[config.mk]
export PLATFORM = sky130hd
export DESIGN_NAME = apdv_regs
export DESIGN_NICKNAME = d
export VERILOG_FILES = /design/src/hw/apdv_regs.v
export VERILOG_INCLUDE_DIRS = /design/src /design/src/hw
export SDC_FILE = /design/constraint.sdc
export NUM_CORES = 1
export LEC_CHECK = 0
export BUFFER_PORTS_ARGS = -buffer_cell sky130_fd_sc_hd__buf_2
export CORE_ASPECT_RATIO = 0.5
export CORE_MARGIN = 2
export CORE_UTILIZATION = 50
export DETAILED_ROUTE_END_ITERATION = 8
export PLACE_DENSITY_LB_ADDON = 0.15
export SLEW_MARGIN = 20
export SYNTH_ARGS = -nofsm -noshare
export SYNTH_HDL_FRONTEND = slang
export SYNTH_SLANG_ARGS = --single-unit
[constraint.sdc]
create_clock -name clk -period 4.68 [get_ports clk]
set_input_delay 0.468 -clock clk [delete_from_list [all_inputs] [get_ports clk]]
set_output_delay 0.468 -clock clk [all_outputs]
set_load 0.005 [all_outputs]
[src/hw/apdv_regs_defines.vh]
// register offsets, field positions, reset values and timing counts for the amplifier control bank
`ifndef APDV_REGS_DEFINES_VH
`define APDV_REGS_DEFINES_VH

`define APDV_OFS_MAKER       8'h00
`define APDV_OFS_PART_LOW    8'h01
`define APDV_OFS_PART_HIGH   8'h02
`define APDV_OFS_REVISION    8'h03
`define APDV_OFS_POWER       8'h04
`define APDV_OFS_AMP         8'h05
`define APDV_OFS_CONV        8'h06
`define APDV_OFS_LEFT_VOL    8'h07
`define APDV_OFS_RIGHT_VOL   8'h08

// identity values are arbitrary
`define APDV_ID_MAKER        8'h5a
`define APDV_ID_PART_LOW     8'h3c
`define APDV_ID_PART_HIGH    8'h6e
`define APDV_ID_REVISION     8'h02

`define APDV_RST_POWER       8'ha1
`define APDV_RST_AMP         8'h8a
`define APDV_RST_CONV        8'h02
`define APDV_RST_VOL         8'h40

// writable bits per register, reserved bits read as zero
`define APDV_MASK_POWER      8'hbd
`define APDV_MASK_AMP        8'hbb
`define APDV_MASK_CONV       8'hf7

`define APDV_PWR_AUTO_SLEEP  7
`define APDV_PWR_THERMAL_OFF 5
`define APDV_PWR_MONO        4
`define APDV_PWR_RIGHT_OFF   3
`define APDV_PWR_LEFT_OFF    2
`define APDV_PWR_MASTER_OFF  0

`define APDV_AMP_LOW_POWER   7
`define APDV_AMP_RIGHT_INV   5
`define APDV_AMP_LEFT_INV    4
`define APDV_AMP_LOW_EMI     3
`define APDV_AMP_GAIN_HI     1
`define APDV_AMP_GAIN_LO     0

`define APDV_CONV_RAMP_BYP   7
`define APDV_CONV_RIGHT_MUTE 6
`define APDV_CONV_LEFT_MUTE  5
`define APDV_CONV_HIGHPASS   4
`define APDV_CONV_RATE_HI    2
`define APDV_CONV_RATE_LO    0

`define APDV_READ_NONE       8'h00

// soft ramp: one volume code per step time
`define APDV_CLK_PERIOD_NS   8
`define APDV_RAMP_STEP_NS    1000
`define APDV_RAMP_CYCLES     ((`APDV_RAMP_STEP_NS + `APDV_CLK_PERIOD_NS - 1) / `APDV_CLK_PERIOD_NS)

`endif

[src/hw/apdv_regs.v]
// control register bank of the stereo amplifier: id, power, amplifier, converter and volume registers
//
// Overview of operation
// four read-only identity bytes sit at offsets 0x00 to 0x03 and writes to them change nothing.
// power bit 7 enables automatic sleep when set and resets to enabled.
// power bit 5 switches the thermal sensor off when set and resets to off.
// power bits 3 and 2 switch the right and left channel off when set and on when clear.
// power bit 0 is the master software power-down and resets to powered down.
// power bit 4 selects bridged single-channel operation when set and resets to stereo.
// amplifier bit 7 puts the converter in low power mode and resets to 1.
// amplifier bits 5 and 4 invert the right and left converter output when set.
// amplifier bit 3 selects the reduced-slew low-emission edge rate and resets to 1.
// the two-bit analog gain selects 13, 16, 19 or 21 dB for codes 0 to 3 and resets to code 2.
// converter bit 7 applies volume at once when set and ramps toward it when clear.
// converter bits 6 and 5 mute the right and left channel when set.
// converter bit 4 inserts the high-pass filter when set and resets to bypassed.
// the three-bit rate field selects the input sample-rate range, codes 0 to 5.
// the left volume byte spans +24 dB at 0x00 in 0.375 dB steps, 0 dB at 0x40, mute at 0xff.
// the right volume byte uses the same coding for the right channel and resets to 0 dB.
`timescale 1ns/1ps
`include "apdv_regs_defines.vh"

module apdv_regs (
  input  wire       clk,
  input  wire       rst_n,
  input  wire       wr_en,
  input  wire       rd_en,
  input  wire [7:0] addr,
  input  wire [7:0] wdata,
  output reg  [7:0] rdata,
  output reg        rd_valid,
  output wire       auto_sleep_enable,
  output wire       thermal_sensor_off,
  output wire       mono_select,
  output wire       right_channel_off,
  output wire       left_channel_off,
  output wire       master_software_off,
  output wire       converter_low_power,
  output wire       right_output_invert,
  output wire       left_output_invert,
  output wire       low_emi_edge,
  output wire [1:0] analog_gain_select,
  output wire       volume_ramp_bypass,
  output wire       right_mute,
  output wire       left_mute,
  output wire       highpass_enable,
  output wire [2:0] sample_rate_range,
  output wire [7:0] left_volume_code,
  output wire [7:0] right_volume_code,
  output wire       volume_settled
);

  localparam integer RAMP_LAST_INT = `APDV_RAMP_CYCLES - 1;
  localparam [15:0]  RAMP_LAST     = RAMP_LAST_INT[15:0];

  reg  [7:0]  power_control;
  reg  [7:0]  amp_output_control;
  reg  [7:0]  converter_control;
  reg  [7:0]  left_volume;
  reg  [7:0]  right_volume;
  reg  [15:0] ramp_count;
  reg         ramp_tick;
  reg  [7:0]  next_rdata;
  reg         settled;
  wire        wr_power;
  wire        wr_amp;
  wire        wr_conv;
  wire        wr_left;
  wire        wr_right;
  wire [7:0]  vol_target [0:1];
  wire [7:0]  next_target [0:1];
  wire [7:0]  vol_applied [0:1];
  wire [1:0]  vol_done;

  // write decode; identity offsets have no storage so writes there fall away
  assign wr_power = wr_en && (addr == `APDV_OFS_POWER);
  assign wr_amp   = wr_en && (addr == `APDV_OFS_AMP);
  assign wr_conv  = wr_en && (addr == `APDV_OFS_CONV);
  assign wr_left  = wr_en && (addr == `APDV_OFS_LEFT_VOL);
  assign wr_right = wr_en && (addr == `APDV_OFS_RIGHT_VOL);

  // reserved bits are masked on write so they always read zero
  always @(posedge clk) begin
    if (!rst_n)
      power_control <= `APDV_RST_POWER;  // see R02 see R03 see R05
    else if (wr_power)
      power_control <= wdata & `APDV_MASK_POWER;
  end

  always @(posedge clk) begin
    if (!rst_n)
      amp_output_control <= `APDV_RST_AMP;  // see R07 see R09
    else if (wr_amp)
      amp_output_control <= wdata & `APDV_MASK_AMP;
  end

  always @(posedge clk) begin
    if (!rst_n)
      converter_control <= `APDV_RST_CONV;
    else if (wr_conv)
      converter_control <= wdata & `APDV_MASK_CONV;  // see R12
  end

  always @(posedge clk) begin
    if (!rst_n)
      left_volume <= `APDV_RST_VOL;
    else if (wr_left)
      left_volume <= wdata;
  end

  always @(posedge clk) begin
    if (!rst_n)
      right_volume <= `APDV_RST_VOL;
    else if (wr_right)
      right_volume <= wdata;
  end

  // read mux; unmapped offsets read zero
  always @* begin
    case (addr)
      `APDV_OFS_MAKER:     next_rdata = `APDV_ID_MAKER;
      `APDV_OFS_PART_LOW:  next_rdata = `APDV_ID_PART_LOW;
      `APDV_OFS_PART_HIGH: next_rdata = `APDV_ID_PART_HIGH;
      `APDV_OFS_REVISION:  next_rdata = `APDV_ID_REVISION;
      `APDV_OFS_POWER:     next_rdata = power_control;
      `APDV_OFS_AMP:       next_rdata = amp_output_control;
      `APDV_OFS_CONV:      next_rdata = converter_control;
      `APDV_OFS_LEFT_VOL:  next_rdata = left_volume;
      `APDV_OFS_RIGHT_VOL: next_rdata = right_volume;
      default:             next_rdata = `APDV_READ_NONE;
    endcase
  end

  // a read and a write in one cycle return the old value
  always @(posedge clk) begin
    if (!rst_n) begin
      rdata    <= 8'h00;
      rd_valid <= 1'b0;
    end else begin
      rd_valid <= rd_en;
      if (rd_en)
        rdata <= next_rdata;
    end
  end

  // shared step timer so both channels move in lockstep
  always @(posedge clk) begin
    if (!rst_n) begin
      ramp_count <= 16'h0000;
      ramp_tick  <= 1'b0;
    end else begin
      ramp_tick <= (ramp_count == RAMP_LAST);
      if (ramp_count == RAMP_LAST)
        ramp_count <= 16'h0000;
      else
        ramp_count <= ramp_count + 16'h0001;
    end
  end

  assign vol_target[0]  = left_volume;
  assign vol_target[1]  = right_volume;
  assign next_target[0] = wr_left ? wdata : left_volume;
  assign next_target[1] = wr_right ? wdata : right_volume;

  // applied volume per channel; mute code 0xff is reached by ramping too, trading speed for no clicks
  genvar ch;
  generate
    for (ch = 0; ch < 2; ch = ch + 1) begin : g_chan
      reg  [7:0] applied;
      reg  [7:0] next_applied;
      always @* begin
        next_applied = applied;
        if (converter_control[`APDV_CONV_RAMP_BYP])
          next_applied = vol_target[ch];
        else if (ramp_tick && (applied < vol_target[ch]))
          next_applied = applied + 8'h01;
        else if (ramp_tick && (applied > vol_target[ch]))
          next_applied = applied - 8'h01;
      end
      always @(posedge clk) begin
        if (!rst_n)
          applied <= `APDV_RST_VOL;
        else
          applied <= next_applied;
      end
      assign vol_applied[ch] = applied;
      // next values, so the registered flag agrees with the codes in the same cycle
      assign vol_done[ch]    = (next_applied == next_target[ch]);
    end
  endgenerate

  always @(posedge clk) begin
    if (!rst_n)
      settled <= 1'b1;
    else
      settled <= &vol_done;
  end

  assign left_volume_code  = vol_applied[0];
  assign right_volume_code = vol_applied[1];
  assign volume_settled    = settled;

  assign auto_sleep_enable   = power_control[`APDV_PWR_AUTO_SLEEP];
  assign thermal_sensor_off  = power_control[`APDV_PWR_THERMAL_OFF];
  assign mono_select         = power_control[`APDV_PWR_MONO];
  assign right_channel_off   = power_control[`APDV_PWR_RIGHT_OFF];
  assign left_channel_off    = power_control[`APDV_PWR_LEFT_OFF];
  assign master_software_off = power_control[`APDV_PWR_MASTER_OFF];

  assign converter_low_power = amp_output_control[`APDV_AMP_LOW_POWER];
  assign right_output_invert = amp_output_control[`APDV_AMP_RIGHT_INV];
  assign left_output_invert  = amp_output_control[`APDV_AMP_LEFT_INV];
  assign low_emi_edge        = amp_output_control[`APDV_AMP_LOW_EMI];
  assign analog_gain_select  = amp_output_control[`APDV_AMP_GAIN_HI:`APDV_AMP_GAIN_LO];

  assign volume_ramp_bypass = converter_control[`APDV_CONV_RAMP_BYP];
  assign right_mute         = converter_control[`APDV_CONV_RIGHT_MUTE];
  assign left_mute          = converter_control[`APDV_CONV_LEFT_MUTE];
  assign highpass_enable    = converter_control[`APDV_CONV_HIGHPASS];
  // codes 6 and 7 are stored as written; the rate logic downstream must treat them as unsupported
  assign sample_rate_range  = converter_control[`APDV_CONV_RATE_HI:`APDV_CONV_RATE_LO];

endmodule // apdv_regs

==> flow_summary_export.csv, run 1 <==
group,metric,value,unit
run_status,outcome,"complete, no violations",
sta,finalMaxSlewViolations,0,
grt,grt_pass1_wl,20700,um
worst_hold_path,hold_start,"rd_en",
grt,grt_pass1_vias,3990,
grt,grt_max_degree,45,
drt,avgViaCountPerCell,5.60,
grt,grt_antenna_before_repair,1,
job,cap_viol_max_count,0,
clock_network,cts_resized,0,
setup_path,crit_path_top_delay_cell,"a2111oi_0",
sta,fin_worst_skew,0.00479,ns
setup_path,end_kind,"flip-flop",
floorplan,rows,25,
drt,drtIter0Drc,357,
setup_path,reg2reg_depth,12,
drt,wirelength,12900,um
power,p_leak,0.00230,uW
setup_path,r2r-end,"volume_settled",
sta,setup_viol,0,
synth,syn_inst,580,
drt,postRouteAntennaNets,0,
setup_path,cp.required,4.92,ns
synth,yosys_warnings,0,
synth,synth_fp_nets,622,
place,port_buffers,64,
clock_network,cts_buffers,9,
floorplan,core_area,0.00942,mm2
synth,synthArstFlopShare,0,%
sta,relSlewSlack,40.9,%
clock_network,post-cts-setup-buffers,0,
cells_and_area,final_nets,668,
sta,timing.fmax,294,MHz
floorplan,die-area,0.0105,mm2
setup_path,regToRegSetupSlack,1.28,ns
worst_hold_path,holdPathStages,2,
sta,final_hold_viol_count,0,
floorplan,die-width,143,um
sta,tns,0,ns
drt,first_pass_iters,5,
synth,avgSynthCellArea,8.32,um2
power,power,1440,uW
synth,synth_area,0.00482,mm2
grt,grt-ovfl-total,0,
clock_network,cts-root-buf,"clkbuf_16",
synth,yosysTopAreaCellShare,32.4,%
cells_and_area,area_delta_synth_final,13.8,%
floorplan,boundaryPins,65,
synth,yosysUniqueCellTypes,76,
setup_path,worstPathArrival,3.64,ns
cells_and_area,antenna_cells,0,
grt,grt_usage,25.6,%
drt,dr_total_vias,4283,
setup_path,path_max_fanout,7,
setup_path,crit_path_start_kind,"flip-flop",
synth,yosysTopAreaCell,"dfxtp_1",
synth,seq_area_frac_synth,32.4,%
cells_and_area,drive_above_1_share,15.7,%
clock_network,cts_buffer_depth,2,
floorplan,die_height,73.5,um
setup_path,r2r_start,"right_volume[1]",
sta,hold_ws,0.361,ns
clock_network,clock_latency,0.33,ns
power,power.density,262,mW/mm2
synth,ys.flop_type,"dfxtp_1",
sta,period_needed,3.40,ns
clock_network,htree_levels,3,
drt,drc,0,
synth,synthTopCellsByArea,"dfxtp_1, mux2i_1, ha_1, nor2_1, xnor2_1",
synth,ys_ff_latch,78,
place,routabilityCongestion,0.916,
sta,rsz0062_at_grt,"no",
sta,tightest_slew,0.884,ns
clock_network,ctsHoldBuffers,0,
drt,wl_per_cell,16.8,um
cells_and_area,fill_cells,882,
synth,synth_edf_count,0,
sta,finalCritPeriodShare,72.7,%
worst_hold_path,hold_path_end,"rdata[4]",
clock_network,cts_tree,"yes",
setup_path,critPathKind,"reg2reg",
power,ir_drop,0.190,mV
clock_network,clk_pin_slew,0.06,ns
worst_hold_path,hold_class,"in2reg",
setup_path,path_cells,"inv_1 -> ha_1 -> nor2b_1 -> o211ai_1 -> a21o_1 -> a2111oi_0 -> a21oi_1 -> xnor2_1 -> o311ai_1 -> nor4_2 -> o2111ai_1 -> o41ai_2",
clock_network,clock-sinks,78,
floorplan,start_util,51.2,%
setup_path,max_stage_delay,0.65,ns
place,dp_hpwl,9460,um
-- worst max path at each step --
stage | from | end | slack [ns] | depth (start not counted)
after global placement | addr[7] | volume_settled | 1.46 | 11
after detailed placement | right_volume[1] | volume_settled | 1.31 | 12
final | right_volume[1] | volume_settled | 1.28 | 12
after CTS | right_volume[1] | volume_settled | 1.29 | 12
after floorplan | left_volume[1] | volume_settled | 1.80 | 12
after global routing | right_volume[1] | volume_settled | 0.96 | 12
-- area by class of cell --
class                      instances  area [um2]  share of cell area (%)
tap                              135         169                    3.08
sequential                        78        1560                    28.5
clock inverter                     5        60.1                    1.09
timing repair buffer              67         343                    6.25
multi-input combinational        442        3020                    55.0
inverter                          28         105                    1.92
clock buffer                      10         229                    4.17
-- Yosys cell counts (3+ instances only) --
master and count:
nor3_1 7, a21oi_1 36, a2111oi_0 3, inv_1 27, nor2_1 73, o211ai_1 4, and2_1 9, nand2b_1 3
xor2_1 23, nand3_1 22, a21o_1 3, a32oi_1 4, mux2i_1 31, dfxtp_1 78, xnor2_1 29, buf_1 3
ha_1 22, a31oi_1 6, o21ai_0 21, a211oi_1 4, clkbuf_1 26, nor4_1 3, and3_1 12, nand4_1 8
nand2_1 53, and4_1 5
-- power breakdown --
group | leakage [uW] | switching, uW | total (uW) | internal, uW
combinational | 0.00153 | 51.2 | 77.1 | 25.9
sequential | 0.000630 | 3.54 | 672 | 668
clock | 0.000139 | 277 | 689 | 412
total | 0.00230 | 331 | 1440 | 1110
-- stage by stage --
stage / area (um2) / instances / worst slack [ns] / utilization, %
after floorplan: 4820 / 580 / 1.80 / -
after global placement: 5200 / 750 / 1.46 / 55.2
after detailed placement: 5200 / 750 / 1.31 / 55.2
after CTS: 5490 / 765 / 1.29 / 58.3
after global routing: 5490 / 765 / 0.957 / 58.3
final: 5490 / 765 / 1.28 / 58.3
-- logic make-up (layout without fill, tap and decap cells) --
family / Yosys count / count (layout) / share of synthesized area, %
xor+xnor: 55 / 55 / 10.9
buf+inv: 60 / 110 / 5.01
flops: 78 / 78 / 32.4
compound gates: 110 / 110 / 15.2
mux: 36 / 36 / 8.12
simple gates: 219 / 219 / 22.7
fa+ha+maj: 22 / 22 / 5.71
-- metal layers --
metal | track usage, % | vias up | part of all wire [%]
li1 | - | 2127 | -
met2 | 40.1 | 121 | 43
met4 | 5.72 | 0 | 0.73
met1 | 36.0 | 2022 | 50
met3 | 6.26 | 13 | 5.7
met5 | 0 | - | 0
-- critical path, delay by kind of cell (launching register included) --
family | cells | cell delay, ns
adder cells (fa/ha/maj) | 1 | 0.30
flip-flops | 1 | 0.44
AND/OR/NAND/NOR | 2 | 0.37
AO/OA/AOI/OAI | 7 | 1.77
buffers and inverters | 1 | 0.11
XOR/XNOR | 1 | 0.31
-- registers in the layout, summed over array words and instances, names as in the netlist --
register / cells
converter_control: 7
volume_settled: 1
right_volume: 8
left_volume: 8
power_control: 6
rdata: 8
ramp_count: 16
amp_output_control: 6
right_volume_code: 8
ramp_tick: 1
rd_valid: 1
left_volume_code: 8
-- layout by cell type (no fill, tap or decap), drive strengths merged, types with 3 or more instances in the layout --
master / netlist / layout
a2111oi: 3 / 3
a211oi: 6 / 6
a21o: 3 / 3
a21oi: 36 / 36
a31oi: 6 / 6
a32oi: 4 / 4
and2: 10 / 10
and3: 12 / 12
and4: 5 / 5
buf: 6 / 67
clkbuf: 26 / 10
clkinv: 1 / 3
dfxtp: 78 / 78
ha: 22 / 22
inv: 27 / 28
mux2i: 33 / 33
nand2: 55 / 55
nand2b: 3 / 3
nand3: 22 / 22
nand4: 8 / 8
nor2: 74 / 74
nor3: 7 / 7
nor4: 4 / 4
nor4b: 3 / 3
o211ai: 4 / 4
o21ai: 21 / 21
xnor2: 29 / 29
xor2: 23 / 23
No activity file was read; power rests on OpenSTA's default activity.
==> run 2, diff against run 1 <==
==> constraint.sdc (replaced) <==
create_clock -name clk -period 3.26 [get_ports clk]
set_input_delay 0.326 -clock clk [delete_from_list [all_inputs] [get_ports clk]]
set_output_delay 0.326 -clock clk [all_outputs]
set_load 0.005 [all_outputs]
==> flow_summary_export.csv, run 2 (synthesis gave the netlist of run 1 again) <==
group,metric,value,unit
run_status,outcome,"complete, no violations",
power,switching_share,23.5,%
sta,finalCritPeriodShare,94.2,%
sta,timing.fmax,326,MHz
grt,grt_usage,25.9,%
floorplan,boundaryPins,65,
setup_path,worstPathArrival,3.32,ns
worst_hold_path,holdPathStages,2,
floorplan,core_area,0.00942,mm2
place,dp_hpwl,9770,um
clock_network,cts-root-buf,"clkbuf_16",
grt,grt_max_degree,27,
drt,wl_per_cell,16.6,um
place,port_buffers,64,
sta,tightest_slew,0.688,ns
clock_network,cts_tree,"yes",
power,switching_power,489,uW
grt,grt_antenna_before_repair,0,
floorplan,rows,25,
cells_and_area,final_nets,699,
cells_and_area,antenna_cells,0,
cells_and_area,largest_reg_flops,16,
clock_network,ctsHoldBuffers,0,
floorplan,die-width,143,um
clock_network,cts_buffer_depth,2,
grt,grt-ovfl-total,0,
clock_network,clk_pin_slew,0.06,ns
job,cap_viol_max_count,0,
cells_and_area,layout_common_cells,"dfxtp_1, nor2_1, buf_2",
setup_path,regToRegSetupSlack,0.19,ns
power,power.density,363,mW/mm2
cells_and_area,final_common_cell,"dfxtp_1",
sta,setup_viol,0,
drt,drtIter0Drc,380,
power,combPwrFrac,5.5,%
worst_hold_path,hold_path_end,"rdata[4]",
clock_network,clock-sinks,78,
setup_path,end_kind,"flip-flop",
place,placed_area,0.00540,mm2
setup_path,crit_path_start_kind,"flip-flop",
setup_path,path_max_fanout,5,
cells_and_area,fill_cells,860,
floorplan,die_height,73.5,um
grt,grt_pass1_wl,20700,um
drt,wirelength,13300,um
clock_network,htree_levels,3,
drt,postRouteAntennaNets,0,
worst_hold_path,hold_start,"rd_en",
sta,fin_worst_skew,0.00687,ns
power,power_frac_seq,46.3,%
sta,final_hold_viol_count,0,
cells_and_area,top_register,"ramp_count",
drt,drc,0,
floorplan,die-area,0.0105,mm2
power,p_int,1590,uW
power,power_frac_clock,48.2,%
sta,finalMaxSlewViolations,0,
sta,relSlewSlack,54.1,%
power,p_leak,0.00247,uW
setup_path,r2r-end,"volume_settled",
clock_network,clock_latency,0.34,ns
floorplan,start_util,51.2,%
drt,avgViaCountPerCell,5.53,
cells_and_area,drive_above_1_share,20.4,%
power,ir_drop,0.309,mV
setup_path,cp.required,3.51,ns
grt,grt_pass1_vias,3974,
sta,period_needed,3.07,ns
place,routabilityCongestion,0.897,
drt,dr_total_vias,4404,
drt,first_pass_iters,5,
setup_path,critPathKind,"reg2reg",
cells_and_area,area_delta_synth_final,19.1,%
worst_hold_path,hold_class,"in2reg",
cells_and_area,final_util,61.0,%
setup_path,r2r_start,"left_volume[7]",
setup_path,reg2reg_depth,12,
clock_network,cts_buffers,9,
cells_and_area,fin_area,0.00574,mm2
run 2: what timing repair did:
| item | CTS | global route |
|---|---|---|
| resized for setup | 0 | 8 |
| setup buffers | 0 | 4 |
| endpoints found under the setup margin | 0 | 1 |
run 2: through the flow:
step	instances	setup slack (ns)	setup TNS (ns)	power [uW]	hold slack (ns)
3_3_place_gp	777	0.212	0	1100	0.444
3_5_place_dp	777	0.142	0	1100	0.458
5_1_grt	797	-0.0350	-0.0350	2150	0.225
6_report	797	0.189	0	2080	0.226
2_1_floorplan	580	0.376	0	1050	0.416
4_1_cts	793	0.110	0	2090	0.211
run 2: layer usage:
| metal | GRT usage, % | routed length, um | share of wire, % |
|---|---|---|---|
| met3 | 6.00 | 841 | 6.3 |
| met2 | 39.1 | 5730 | 43 |
| met5 | 0 | 0 | 0 |
| met4 | 6.16 | 105 | 0.79 |
| met1 | 37.6 | 6580 | 50 |
run 2: worst max path at each step:
stage,endpoint,startpoint
CTS,volume_settled,right_volume[7]
global placement,volume_settled,right_volume[1]
detailed placement,volume_settled,right_volume[7]
finish,volume_settled,left_volume[7]
floorplan,volume_settled,left_volume[1]
global route,volume_settled,right_volume[7]
run 2: power by group through the flow:
stage	logic [uW]	registers (uW)	clock network, uW
global route	124	964	1060
CTS	112	964	1020
finish	114	964	1000
detailed placement	112	985	0
global placement	111	985	0
floorplan	69.5	984	0
run 2: cell type report:
type	instances	area, um2	share of cell area (%)
Multi-Input combinational cell	442	3040	52.9
Sequential cell	78	1560	27.2
Clock inverter	5	60.1	1.05
Tap cell	135	169	2.94
Clock buffer	11	233	4.05
Inverter	28	105	1.83
Timing Repair Buffer	98	576	10.0
run 2: worst max-delay path, cell delays in order (launching register included):
cell       delay, ns
dfxtp_1         0.43
inv_1           0.07
ha_1            0.31
nand4_1         0.14
o21ai_0         0.14
or3_1           0.36
a21o_1          0.19
and3b_1         0.18
o31ai_1         0.40
xor2_1          0.11
o21ai_0         0.18
o2111ai_1       0.15
o41ai_2         0.33
